$ cat src/inc/mhw_regs.svh
// Register offsets, field positions, reset values and timing figures of the host-loss watchdog.
// Assumes a 100 MHz core clock and a register bus with 32-bit words at byte addresses.
`ifndef MHW_REGS_SVH
`define MHW_REGS_SVH

// ********************************
// Register offsets (byte addresses)
// ********************************
`define MHW_CTRL_OFS        8'h00
`define MHW_STAT_OFS        8'h04
`define MHW_IRQ_STAT_OFS    8'h08
`define MHW_IRQ_MASK_OFS    8'h0C

// ********************************
// Field positions and reset values
// ********************************
`define MHW_CTRL_WIN_LSB    0
`define MHW_CTRL_POL_BIT    2
`define MHW_CTRL_DIR_BIT    3
`define MHW_CTRL_SRC_BIT    4
`define MHW_CTRL_FMT_BIT    5
`define MHW_CTRL_SOFT_BIT   6
`define MHW_CTRL_RESET      7'h00
`define MHW_WIN_OFF         2'h0
`define MHW_IRQ_GOOD_BIT    0
`define MHW_IRQ_BAD_BIT     1
`define MHW_IRQ_RESET       2'h0
`define MHW_STAT_GOOD_LSB   8
`define MHW_STAT_BAD_LSB    16
`define MHW_RESP_OKAY       2'h0
`define MHW_RESP_SLVERR     2'h2

// ********************************
// Link frame layout
// ********************************
`define MHW_FRAME_BITS      5'h18
`define MHW_CMD_BITS        5'h10
`define MHW_CRC_INIT        8'hFF
`define MHW_CRC_POLY        8'h07
`define MHW_CMD_ILLEGAL     4'hF

// ********************************
// Timing figures and cycle counts
// ********************************
`define MHW_CLK_KHZ         100000
`define MHW_WIN1_MS         1
`define MHW_WIN2_MS         10
`define MHW_WIN3_MS         100
`define MHW_PWM_HALF_US     500
`define MHW_WIN1_CYC        (`MHW_WIN1_MS * `MHW_CLK_KHZ)
`define MHW_WIN2_CYC        (`MHW_WIN2_MS * `MHW_CLK_KHZ)
`define MHW_WIN3_CYC        (`MHW_WIN3_MS * `MHW_CLK_KHZ)
`define MHW_PWM_HALF_CYC    ((`MHW_PWM_HALF_US * `MHW_CLK_KHZ) / 1000)

`endif

$ cat src/inc/mhw_pkg.sv
// Types shared by the host-loss watchdog modules.
// Assumes the constants header is on the include path.
package mhw_pkg;

   // ********************************
   // Carriers and states
   // ********************************
   typedef struct packed {
      logic polarity;
      logic direction;
      logic source_select;
      logic output_format;
      logic soft_level;
   } mhw_pin_cfg_t;

   typedef struct packed {
      logic good;
      logic bad;
   } mhw_frame_evt_t;

   typedef enum logic [0:0] {
      MHW_LINK_IDLE  = 1'b0,
      MHW_LINK_SHIFT = 1'b1
   } mhw_link_state_t;

endpackage

$ cat src/core/mhw_frame_rx.sv
// Link frame receiver: samples the host's serial link and judges each frame.
// Assumes link pins are asynchronous to ref_clk and clocked well below a quarter of it.
`timescale 1ns/10ps
`include "mhw_regs.svh"

module mhw_frame_rx (
   input  wire logic               ref_clk,
   input  wire logic               rst,
   input  wire logic               spi_sclk,
   input  wire logic               spi_cs_n,
   input  wire logic               spi_mosi,
   output mhw_pkg::mhw_frame_evt_t frame_evt
);
   import mhw_pkg::*;

   logic [2:0]      sync_a;
   logic [2:0]      sync_b;
   logic            sclk_d;
   mhw_link_state_t state;
   logic [4:0]      bit_cnt;
   logic [15:0]     cmd;
   logic [7:0]      crc_calc;
   logic [7:0]      crc_rx;
   logic            overrun;
   logic            sclk_rise;
   logic            frame_ok;

   // Two flops on each pin; logic reads the second stage, plus a third flop on the link clock for its rising edge.
   always_ff @(posedge ref_clk) begin
      if (rst) begin
         sync_a <= 3'h2;
         sync_b <= 3'h2;
         sclk_d <= 1'b0;
      end else begin
         sync_a <= {spi_sclk, spi_cs_n, spi_mosi};
         sync_b <= sync_a;
         sclk_d <= sync_b[2];
      end
   end

   assign sclk_rise = sync_b[2] & ~sclk_d;

   // A frame counts only with exact length, a legal command and a matching check byte.
   assign frame_ok = ~overrun && (bit_cnt == `MHW_FRAME_BITS) && (crc_calc == crc_rx)
                     && (cmd[15:12] != `MHW_CMD_ILLEGAL);

   // Frame framing, shifting and the one-cycle verdict at chip-select release.
   always_ff @(posedge ref_clk) begin
      if (rst) begin
         state     <= MHW_LINK_IDLE;
         bit_cnt   <= 5'h00;
         cmd       <= 16'h0000;
         crc_calc  <= `MHW_CRC_INIT;
         crc_rx    <= 8'h00;
         overrun   <= 1'b0;
         frame_evt <= '0;
      end else begin
         frame_evt <= '0;
         unique case (state)
            MHW_LINK_IDLE: begin
               if (!sync_b[1]) begin
                  state    <= MHW_LINK_SHIFT;
                  bit_cnt  <= 5'h00;
                  crc_calc <= `MHW_CRC_INIT;
                  overrun  <= 1'b0;
               end
            end
            MHW_LINK_SHIFT: begin
               if (sync_b[1]) begin
                  state         <= MHW_LINK_IDLE;
                  frame_evt.good <= frame_ok;
                  frame_evt.bad  <= ~frame_ok;
               end else if (sclk_rise) begin
                  if (bit_cnt < `MHW_CMD_BITS) begin
                     cmd      <= {cmd[14:0], sync_b[0]};
                     crc_calc <= {crc_calc[6:0], 1'b0} ^ ((crc_calc[7] ^ sync_b[0]) ? `MHW_CRC_POLY : 8'h00);
                  end else begin
                     crc_rx <= {crc_rx[6:0], sync_b[0]};
                  end
                  if (bit_cnt == `MHW_FRAME_BITS) begin
                     overrun <= 1'b1;
                  end else begin
                     bit_cnt <= bit_cnt + 5'h01;
                  end
               end
            end
         endcase
      end
   end

endmodule

$ cat src/core/mhw_host_watchdog.sv
// Host-loss watchdog top: register slave, frame-gap timer, event interrupt and pin output.
// Assumes an AXI4-Lite master on ref_clk and the host's serial link pins on separate inputs.
//
// Added by the designer: the register addresses and the AXI4-Lite slave port.
`timescale 1ns/10ps
`include "mhw_regs.svh"

// What this block does
// - The gap timer restarts only on a frame that carries a legal command and a correct check byte.
// - If no such frame arrives within the chosen window, the host counts as lost and the pin goes active.
// - No status or fault flag records host loss; only the pin shows it.
// - Pin zero carries host loss only when configured as output with the watchdog selected as source.
// - The two-bit window field turns detection off at zero and picks one of three windows otherwise.
// - Host loss holds until the window field is written to zero, which also returns the pin to its inactive state.
// - With format zero the pin shows static levels for both active and inactive states.
// - With polarity zero the active state is a low level; polarity one makes it high.
// - With format one the inactive state shows a half-duty square wave as a heartbeat.
module mhw_host_watchdog #(
   parameter int ADDR_W       = 8,
   parameter int WIN1_CYC     = `MHW_WIN1_CYC,
   parameter int WIN2_CYC     = `MHW_WIN2_CYC,
   parameter int WIN3_CYC     = `MHW_WIN3_CYC,
   parameter int PWM_HALF_CYC = `MHW_PWM_HALF_CYC
) (
   input  wire logic              ref_clk,
   input  wire logic              rst,
   input  wire logic              s_axi_awvalid,
   output logic                   s_axi_awready,
   input  wire logic [ADDR_W-1:0] s_axi_awaddr,
   input  wire logic              s_axi_wvalid,
   output logic                   s_axi_wready,
   input  wire logic [31:0]       s_axi_wdata,
   input  wire logic [3:0]        s_axi_wstrb,
   output logic                   s_axi_bvalid,
   input  wire logic              s_axi_bready,
   output logic [1:0]             s_axi_bresp,
   input  wire logic              s_axi_arvalid,
   output logic                   s_axi_arready,
   input  wire logic [ADDR_W-1:0] s_axi_araddr,
   output logic                   s_axi_rvalid,
   input  wire logic              s_axi_rready,
   output logic [31:0]            s_axi_rdata,
   output logic [1:0]             s_axi_rresp,
   input  wire logic              spi_sclk,
   input  wire logic              spi_cs_n,
   input  wire logic              spi_mosi,
   output logic                   general_pin_zero_out,
   output logic                   general_pin_zero_oe,
   output logic                   irq
);
   import mhw_pkg::*;

   // ********************************
   // Declarations
   // ********************************
   logic [1:0]      host_loss_window_select;
   mhw_pin_cfg_t    pin_cfg;
   logic [1:0]      irq_status;
   logic [1:0]      irq_mask;
   logic [7:0]      good_cnt;
   logic [7:0]      bad_cnt;
   logic [31:0]     gap_cnt;
   logic [31:0]     win_limit;
   logic            host_loss_detect;
   mhw_frame_evt_t  frame_evt;
   logic [ADDR_W-1:0] aw_addr;
   logic [31:0]     w_data;
   logic [3:0]      w_strb;
   logic            aw_held;
   logic            w_held;
   logic            wr_do;
   logic [7:0]      wr_ofs;
   logic [7:0]      rd_ofs;
   logic            ctrl_wr;
   logic            irq_clr_wr;
   logic            mask_wr;
   logic [1:0]      irq_set;
   logic [1:0]      irq_clr;
   logic [1:0]      next_irq_status;

   // ********************************
   // Link frame receiver and pin stage
   // ********************************

   // Frames are judged in the receiver; only its one-cycle verdicts reach the timer.
   mhw_frame_rx u_frame_rx (
      .ref_clk   (ref_clk),
      .rst       (rst),
      .spi_sclk  (spi_sclk),
      .spi_cs_n  (spi_cs_n),
      .spi_mosi  (spi_mosi),
      .frame_evt (frame_evt)
   );

   // The pin stage registers its outputs, so the pin lags host loss by one cycle.
   mhw_pin_fmt #(
      .PWM_HALF_CYC (PWM_HALF_CYC)
   ) u_pin_fmt (
      .ref_clk   (ref_clk),
      .rst       (rst),
      .pin_cfg   (pin_cfg),
      .host_loss (host_loss_detect),
      .pin_out   (general_pin_zero_out),
      .pin_oe    (general_pin_zero_oe)
   );

   // ********************************
   // Write channel
   // ********************************

   // Address and data may come in either order; each is held until both are present.
   always_ff @(posedge ref_clk) begin
      if (rst) begin
         aw_held <= 1'b0;
         aw_addr <= '0;
      end else if (s_axi_awvalid && s_axi_awready) begin
         aw_held <= 1'b1;
         aw_addr <= s_axi_awaddr;
      end else if (wr_do) begin
         aw_held <= 1'b0;
      end
   end

   // Data side of the write, captured with its byte strobes.
   always_ff @(posedge ref_clk) begin
      if (rst) begin
         w_held <= 1'b0;
         w_data <= 32'h0000_0000;
         w_strb <= 4'h0;
      end else if (s_axi_wvalid && s_axi_wready) begin
         w_held <= 1'b1;
         w_data <= s_axi_wdata;
         w_strb <= s_axi_wstrb;
      end else if (wr_do) begin
         w_held <= 1'b0;
      end
   end

   // Ready flags are registered; they drop on a handshake and return once the response is gone.
   always_ff @(posedge ref_clk) begin
      if (rst) begin
         s_axi_awready <= 1'b0;
         s_axi_wready  <= 1'b0;
      end else begin
         if (s_axi_awvalid && s_axi_awready) begin
            s_axi_awready <= 1'b0;
         end else if (!aw_held && !s_axi_bvalid) begin
            s_axi_awready <= 1'b1;
         end
         if (s_axi_wvalid && s_axi_wready) begin
            s_axi_wready <= 1'b0;
         end else if (!w_held && !s_axi_bvalid) begin
            s_axi_wready <= 1'b1;
         end
      end
   end

   assign wr_do      = aw_held && w_held && !s_axi_bvalid;
   assign wr_ofs     = 8'(aw_addr);
   assign ctrl_wr    = wr_do && (wr_ofs == `MHW_CTRL_OFS) && w_strb[0];
   assign irq_clr_wr = wr_do && (wr_ofs == `MHW_IRQ_STAT_OFS) && w_strb[0];
   assign mask_wr    = wr_do && (wr_ofs == `MHW_IRQ_MASK_OFS) && w_strb[0];

   // One write at a time; unmapped offsets answer with a slave error.
   always_ff @(posedge ref_clk) begin
      if (rst) begin
         s_axi_bvalid <= 1'b0;
         s_axi_bresp  <= `MHW_RESP_OKAY;
      end else if (wr_do) begin
         s_axi_bvalid <= 1'b1;
         if ((wr_ofs == `MHW_CTRL_OFS) || (wr_ofs == `MHW_STAT_OFS) ||
             (wr_ofs == `MHW_IRQ_STAT_OFS) || (wr_ofs == `MHW_IRQ_MASK_OFS)) begin
            s_axi_bresp <= `MHW_RESP_OKAY;
         end else begin
            s_axi_bresp <= `MHW_RESP_SLVERR;
         end
      end else if (s_axi_bready) begin
         s_axi_bvalid <= 1'b0;
      end
   end

   // ********************************
   // Control and mask registers
   // ********************************

   // Control fields all sit in byte lane zero, so only that strobe matters.
   always_ff @(posedge ref_clk) begin
      if (rst) begin
         {pin_cfg, host_loss_window_select} <= `MHW_CTRL_RESET;
      end else if (ctrl_wr) begin
         host_loss_window_select <= w_data[`MHW_CTRL_WIN_LSB +: 2];
         pin_cfg.polarity        <= w_data[`MHW_CTRL_POL_BIT];
         pin_cfg.direction       <= w_data[`MHW_CTRL_DIR_BIT];
         pin_cfg.source_select   <= w_data[`MHW_CTRL_SRC_BIT];
         pin_cfg.output_format   <= w_data[`MHW_CTRL_FMT_BIT];
         pin_cfg.soft_level      <= w_data[`MHW_CTRL_SOFT_BIT];
      end
   end

   // Interrupt mask, same layout as the event status.
   always_ff @(posedge ref_clk) begin
      if (rst) begin
         irq_mask <= `MHW_IRQ_RESET;
      end else if (mask_wr) begin
         irq_mask <= w_data[1:0];
      end
   end

   // ********************************
   // Gap timer
   // ********************************

   // Window length chosen by the select field; zero means detection is off.
   always_comb begin
      unique case (host_loss_window_select)
         2'h1: win_limit = 32'(WIN1_CYC);
         2'h2: win_limit = 32'(WIN2_CYC);
         2'h3: win_limit = 32'(WIN3_CYC);
         2'h0: win_limit = 32'h0000_0000;
      endcase
   end

   // Host loss latches on timeout and is only released by turning detection off.
   always_ff @(posedge ref_clk) begin
      if (rst) begin
         gap_cnt          <= 32'h0000_0000;
         host_loss_detect <= 1'b0;
      end else if (host_loss_window_select == `MHW_WIN_OFF) begin
         gap_cnt          <= 32'h0000_0000;
         host_loss_detect <= 1'b0;
      end else if (!host_loss_detect) begin
         if (frame_evt.good) begin
            gap_cnt <= 32'h0000_0000;
         end else if (gap_cnt >= win_limit - 32'h0000_0001) begin
            host_loss_detect <= 1'b1;
         end else begin
            gap_cnt <= gap_cnt + 32'h0000_0001;
         end
      end
   end

   // ********************************
   // Frame events and interrupt
   // ********************************

   // Only frame verdicts raise events; host loss has no flag by design.
   assign irq_set = {frame_evt.bad, frame_evt.good};
   assign irq_clr = irq_clr_wr ? w_data[1:0] : 2'h0;
   // A new event in the clearing cycle survives the clear.
   assign next_irq_status = (irq_status & ~irq_clr) | irq_set;

   // Sticky event bits and the level interrupt, both registered.
   always_ff @(posedge ref_clk) begin
      if (rst) begin
         irq_status <= `MHW_IRQ_RESET;
         irq        <= 1'b0;
      end else begin
         irq_status <= next_irq_status;
         irq        <= |(next_irq_status & irq_mask);
      end
   end

   // Wrapping counters of judged frames, readable for link diagnosis.
   always_ff @(posedge ref_clk) begin
      if (rst) begin
         good_cnt <= 8'h00;
         bad_cnt  <= 8'h00;
      end else begin
         if (frame_evt.good) begin
            good_cnt <= good_cnt + 8'h01;
         end
         if (frame_evt.bad) begin
            bad_cnt <= bad_cnt + 8'h01;
         end
      end
   end

   // ********************************
   // Read channel
   // ********************************

   assign rd_ofs = 8'(s_axi_araddr);

   // Address ready is registered and held low while a read answer is pending.
   always_ff @(posedge ref_clk) begin
      if (rst) begin
         s_axi_arready <= 1'b0;
      end else if (s_axi_arvalid && s_axi_arready) begin
         s_axi_arready <= 1'b0;
      end else if (!s_axi_rvalid) begin
         s_axi_arready <= 1'b1;
      end
   end

   // Read data is sampled at the address handshake; the status word holds no loss bit.
   always_ff @(posedge ref_clk) begin
      if (rst) begin
         s_axi_rvalid <= 1'b0;
         s_axi_rdata  <= 32'h0000_0000;
         s_axi_rresp  <= `MHW_RESP_OKAY;
      end else if (s_axi_arvalid && s_axi_arready) begin
         s_axi_rvalid <= 1'b1;
         s_axi_rresp  <= `MHW_RESP_OKAY;
         s_axi_rdata  <= 32'h0000_0000;
         unique case (rd_ofs)
            `MHW_CTRL_OFS:     s_axi_rdata <= {25'h0, pin_cfg.soft_level, pin_cfg.output_format,
                                               pin_cfg.source_select, pin_cfg.direction,
                                               pin_cfg.polarity, host_loss_window_select};
            `MHW_STAT_OFS:     s_axi_rdata <= {8'h00, bad_cnt, good_cnt, 6'h00, host_loss_window_select};
            `MHW_IRQ_STAT_OFS: s_axi_rdata <= {30'h0, irq_status};
            `MHW_IRQ_MASK_OFS: s_axi_rdata <= {30'h0, irq_mask};
            default:           s_axi_rresp <= `MHW_RESP_SLVERR;
         endcase
      end else if (s_axi_rready) begin
         s_axi_rvalid <= 1'b0;
      end
   end

endmodule

$ cat src/core/mhw_pin_fmt.sv
// Output stage of general pin zero: source choice, polarity, static or heartbeat format.
// Assumes the host-loss level and configuration come from logic on ref_clk.
`timescale 1ns/10ps
`include "mhw_regs.svh"

module mhw_pin_fmt #(
   parameter int PWM_HALF_CYC = `MHW_PWM_HALF_CYC
) (
   input  wire logic                ref_clk,
   input  wire logic                rst,
   input  mhw_pkg::mhw_pin_cfg_t    pin_cfg,
   input  wire logic                host_loss,
   output logic                     pin_out,
   output logic                     pin_oe
);
   import mhw_pkg::*;

   logic [31:0] pwm_cnt;
   logic        pwm_level;

   // Free-running square wave at half duty, used as the heartbeat.
   always_ff @(posedge ref_clk) begin
      if (rst) begin
         pwm_cnt   <= 32'h0000_0000;
         pwm_level <= 1'b0;
      end else if (pwm_cnt == 32'(PWM_HALF_CYC - 1)) begin
         pwm_cnt   <= 32'h0000_0000;
         pwm_level <= ~pwm_level;
      end else begin
         pwm_cnt <= pwm_cnt + 32'h0000_0001;
      end
   end

   // Pin drive; the pin only carries host loss as an output with the watchdog as source.
   always_ff @(posedge ref_clk) begin
      if (rst) begin
         pin_out <= 1'b0;
         pin_oe  <= 1'b0;
      end else if (!pin_cfg.direction) begin
         pin_out <= 1'b0;
         pin_oe  <= 1'b0;
      end else begin
         pin_oe <= 1'b1;
         if (pin_cfg.source_select) begin
            pin_out <= pin_cfg.soft_level;
         end else if (host_loss) begin
            pin_out <= pin_cfg.polarity;
         end else if (pin_cfg.output_format) begin
            pin_out <= pwm_level;
         end else begin
            pin_out <= ~pin_cfg.polarity;
         end
      end
   end

endmodule

$ cat config.mk
export PLATFORM = sky130hd
export DESIGN_NAME = mhw_host_watchdog
export DESIGN_NICKNAME = d
export VERILOG_FILES = /design/src/inc/mhw_pkg.sv /design/src/core/mhw_frame_rx.sv /design/src/core/mhw_host_watchdog.sv /design/src/core/mhw_pin_fmt.sv
export VERILOG_INCLUDE_DIRS = /design/src /design/src/inc
export SDC_FILE = /design/constraint.sdc
export NUM_CORES = 1
export LEC_CHECK = 0
export BUFFER_PORTS_ARGS = -buffer_cell sky130_fd_sc_hd__buf_2
export CELL_PAD_IN_SITES_DETAIL_PLACEMENT = 0
export CELL_PAD_IN_SITES_GLOBAL_PLACEMENT = 2
export CORE_MARGIN = 2
export CORE_UTILIZATION = 36
export DETAILED_ROUTE_END_ITERATION = 6
export GPL_TIMING_DRIVEN = 0
export PLACE_DENSITY_LB_ADDON = 0.1
export SYNTH_ARGS = -nofsm -noshare
export SYNTH_HDL_FRONTEND = slang
export SYNTH_SLANG_ARGS = --single-unit
$ cat constraint.sdc
create_clock -name ref_clk -period 4.2 [get_ports ref_clk]
set_clock_uncertainty 0.1 [all_clocks]
set_input_delay 0.42 -clock ref_clk [delete_from_list [all_inputs] [get_ports ref_clk]]
set_output_delay 0.42 -clock ref_clk [all_outputs]
set_load 0.01 [all_outputs]
==> summary.txt <==
Clock network
  • CTS tree: done
  • CTS resizes: 0
  • Post-CTS Setup Bufs: 0
  • Cts bufs inserted: 17
  • Clock sink count: 192
  • Post-cts hold buffer count: 0
  • Worst-path clk slew: ~80 ps
  • Clock buffer depth: 2
  • Clock Tree Root: clkbuf_16
  • Clk Latency, worst-skew pair: between 400 and 500 ps
  • H-Tree Depth: 4

Synthesis
  • Async S/R FF share, synth: 0
  • Number of flops mapped to enable cells by yosys: 0
  • Most frequent cells after synthesis: dfxtp_1 (192), nand2_1 (105), nor2_1 (103)
  • Sequential share of the synthesized area: 0.438
  • Post-synthesis instance area: approximately 0.009 mm2
  • Post-Syn Area per Cell: 8.93 um2
  • Prevailing post-synth register cell: dfxtp_1
  • Top cells by area, synth: dfxtp_1 (44%), ha_1 (5.3%), nand2_1 (4.5%), nor2_1 (4.4%), xor2_1 (4.4%)
  • Most frequent cell after synthesis: dfxtp_1
  • Area leader, netlist: dfxtp_1
  • Synth Instances: between 900 and 1k
  • Register bit count reported by yosys: 192
  • Netlist cell types: between 70 and 80
  • Synth top area share: 0.438
  • Yosys warnings: 0

Pwr
  • Clock share of power: 0.465
  • Switching Fraction: 0.255
  • Peak supply drop: 0.196 mV
  • Logic gate share of total power: 0.034
  • Overall power: 3.70 mW
  • Internal power: 2.76 mW
  • Leak Pwr: 4.13 nW
  • Sequential share of power: 0.501
  • Cell Pwr Density: roughly 360 mW/mm2
  • NetSw: around 0.94 mW

Critical path
  • Startpoint Class: flop
  • CP dominant cell by count: a21o_1
  • Max incr delay on CP: ~520 ps
  • CP Max Fanout: 13
  • Cells along the critical path: inv_1 -> ha_1 -> inv_1 -> ha_1 -> a21o_1 -> a21o_1 -> a21o_1 -> o311ai_4 -> nand2_4 -> a21oi_4 -> inv_6 -> a221o_1
  • Levels on crit path: 12
  • Critical path arrival: roughly 4000 ps
  • CP max stage cell: dfxtp_1
  • CP endpoint kind: flop
  • Worst path buffer plus inverter count: 3
  • Kind of cell adding the most delay to the critical path: compound AO/OA/AOI/OAI gates
  • Kind of critical path: flop to flop
  • Worst reg2reg path depth: 12
  • Worst Path Required: 4420 ps

Die
  • Chip Width: 160 um
  • Initial core utilization: 0.364
  • Die area: 0.0256 mm2
  • Core footprint: 0.0241 mm2
  • I/O pins: 106
  • Chip Height: between 150 and 200 um
  • Row count: 57

Drt
  • Mean routed wirelength per cell: 16.1 um
  • Detailed Route WL: 22.7 mm
  • Post-route ant nets: 0
  • Initial drt markers: 344
  • Vias: 7,182
  • DRC viols: 0
  • Vias/cell: 5.08
  • 1st-pass router iterations: 5

STA
  • Final max-slew violation count: 0
  • Final Hold Viols: 0
  • Slew headroom: 0.383
  • Period utilization: 0.888
  • Tmin final: 3730 ps
  • RSZ-0062 raised after global routing: no
  • Final TNS setup: 0 ps
  • Worst Tran Pin Value: 918 ps
  • Hold_ws: about 100 ps
  • FMAX: 268 MHz
  • # setup viols final: 0

Place
  • GP Congestion: 0.775
  • # port buffers: 63
  • Detailed Place HPWL: 16.5 mm
  • Placed Instance Area: 0.00954 mm2

Global routing
  • Total gr overflow: 0
  • Pin count of the biggest net entering global routing: 22
  • Vias in the first global route: approximately 7.0k
  • Global-route wire length before repair: ~38 mm
  • Total GRT Usage: 0.184
  • Initial antenna violation count: 1

Final layout
  • Area Overhead vs Synth: 16.0%
  • Post-route cell area: 0.0102 mm2
  • Layout cells sized above 1: 0.136
  • Finished Core Util: 0.422
  • Layout net count: 1,175

Run status
  • Status: complete, no violations

Worst hold path
  • Hold path depth: 2
  • Hold Path Class: input port to flop

Job
  • Max-cap violation count: 0
final timing paths:
path | start | to | slack [ps]
max | host_loss_window_select[0]$_SDFFE_PP0P_ | gap_cnt[25]$_SDFFE_PP0P_ | 470
min | spi_cs_n | u_frame_rx.sync_a[1]$_SDFF_PP1_ | 100
max reg2reg | host_loss_window_select[0]$_SDFFE_PP0P_ | gap_cnt[25]$_SDFFE_PP0P_ | 470
min reg2reg | u_frame_rx.sync_a[1]$_SDFF_PP1_ | u_frame_rx.sync_b[1]$_SDFF_PP1_ | 320
metal layers:
layer  track usage  wire, um
met1         0.269     11700
met2         0.283     10000
met3        0.0304       748
met4        0.0434       210
met5             0         0
worst reg2reg max path, stage by stage, from the launching register on:
cell,delay (ps)
dfxtp_1,520
inv_1,110
ha_1,290
inv_1,380
ha_1,340
a21o_1,180
a21o_1,170
a21o_1,210
o311ai_4,450
nand2_4,140
a21oi_4,270
inv_6,110
a221o_1,360
sequential cells by signal (all words and copies together), names as in the netlist, 2 cells and up:
signal / cells
aw_addr: 8
u_frame_rx.sync_b: 3
good_cnt: 8
w_data: 7
s_axi_rdata: 23
u_frame_rx.cmd: 16
bad_cnt: 8
u_pin_fmt.pwm_cnt: 32
gap_cnt: 32
irq_status: 2
u_frame_rx.crc_calc: 8
u_frame_rx.sync_a: 3
irq_mask: 2
u_frame_rx.crc_rx: 8
host_loss_window_select: 2
u_frame_rx.frame_evt: 2
pin_cfg: 5
u_frame_rx.bit_cnt: 5
per-stage QoR:
stage / worst slack [ps] / cells
floorplan: 1090 / 994
global placement: 459 / 1381
detailed placement: 481 / 1381
CTS: 450 / 1413
global route: 174 / 1413
finish: 470 / 1414
layout make-up:
type / count / area (um2)
Buffer: 56 / 293
Multi-Input combinational cell: 724 / 4590
Inverter: 22 / 87.6
Antenna cell: 1 / 2.50
Clock inverter: 15 / 218
Fill cell: 2513 / 13900
Tap cell: 324 / 405
Timing Repair Buffer: 63 / 315
Sequential cell: 192 / 3840
Clock buffer: 17 / 425
layout by cell type, fill, tap and decap left out, drive strengths merged, types with 4 or more instances in the layout:
cell type	n
o311ai	6
a22o	23
clkinv	9
a21boi	4
nand2	106
and2	7
nand3	51
a221o	5
xor2	44
buf	85
mux2i	21
conb	12
nor3	29
ha	37
and4	6
nand4	33
o21bai	8
a31oi	9
inv	27
dfxtp	192
a2111oi	4
nor2	105
or2	7
o21ai	31
nor2b	7
a21oi	68
clkbuf	51
or3	7
a21o	5
and3	22
a2bb2oi	4
nor4	12
xnor2	10
power groups by stage:
stage	sequential [mW]	combinational, mW	clock (mW)
after floorplan	1.90	0.0782	0
after detailed placement	1.90	0.130	0
final	1.85	0.128	1.72
after global placement	1.90	0.129	0
after global routing	1.86	0.144	1.84
after CTS	1.85	0.130	1.77
cell families after synthesis:
logic type	after synthesis	share of synthesized area
AO/OA/AOI/OAI	195	0.157
multiplexers	21	0.0240
adder cells (fa/ha/maj)	37	0.0528
other	1	0.000427
buffers and inverters	78	0.0434
flip-flops	192	0.438
AND/OR/NAND/NOR	405	0.230
XOR/XNOR	54	0.0539
(Power assumes the default switching activity.)
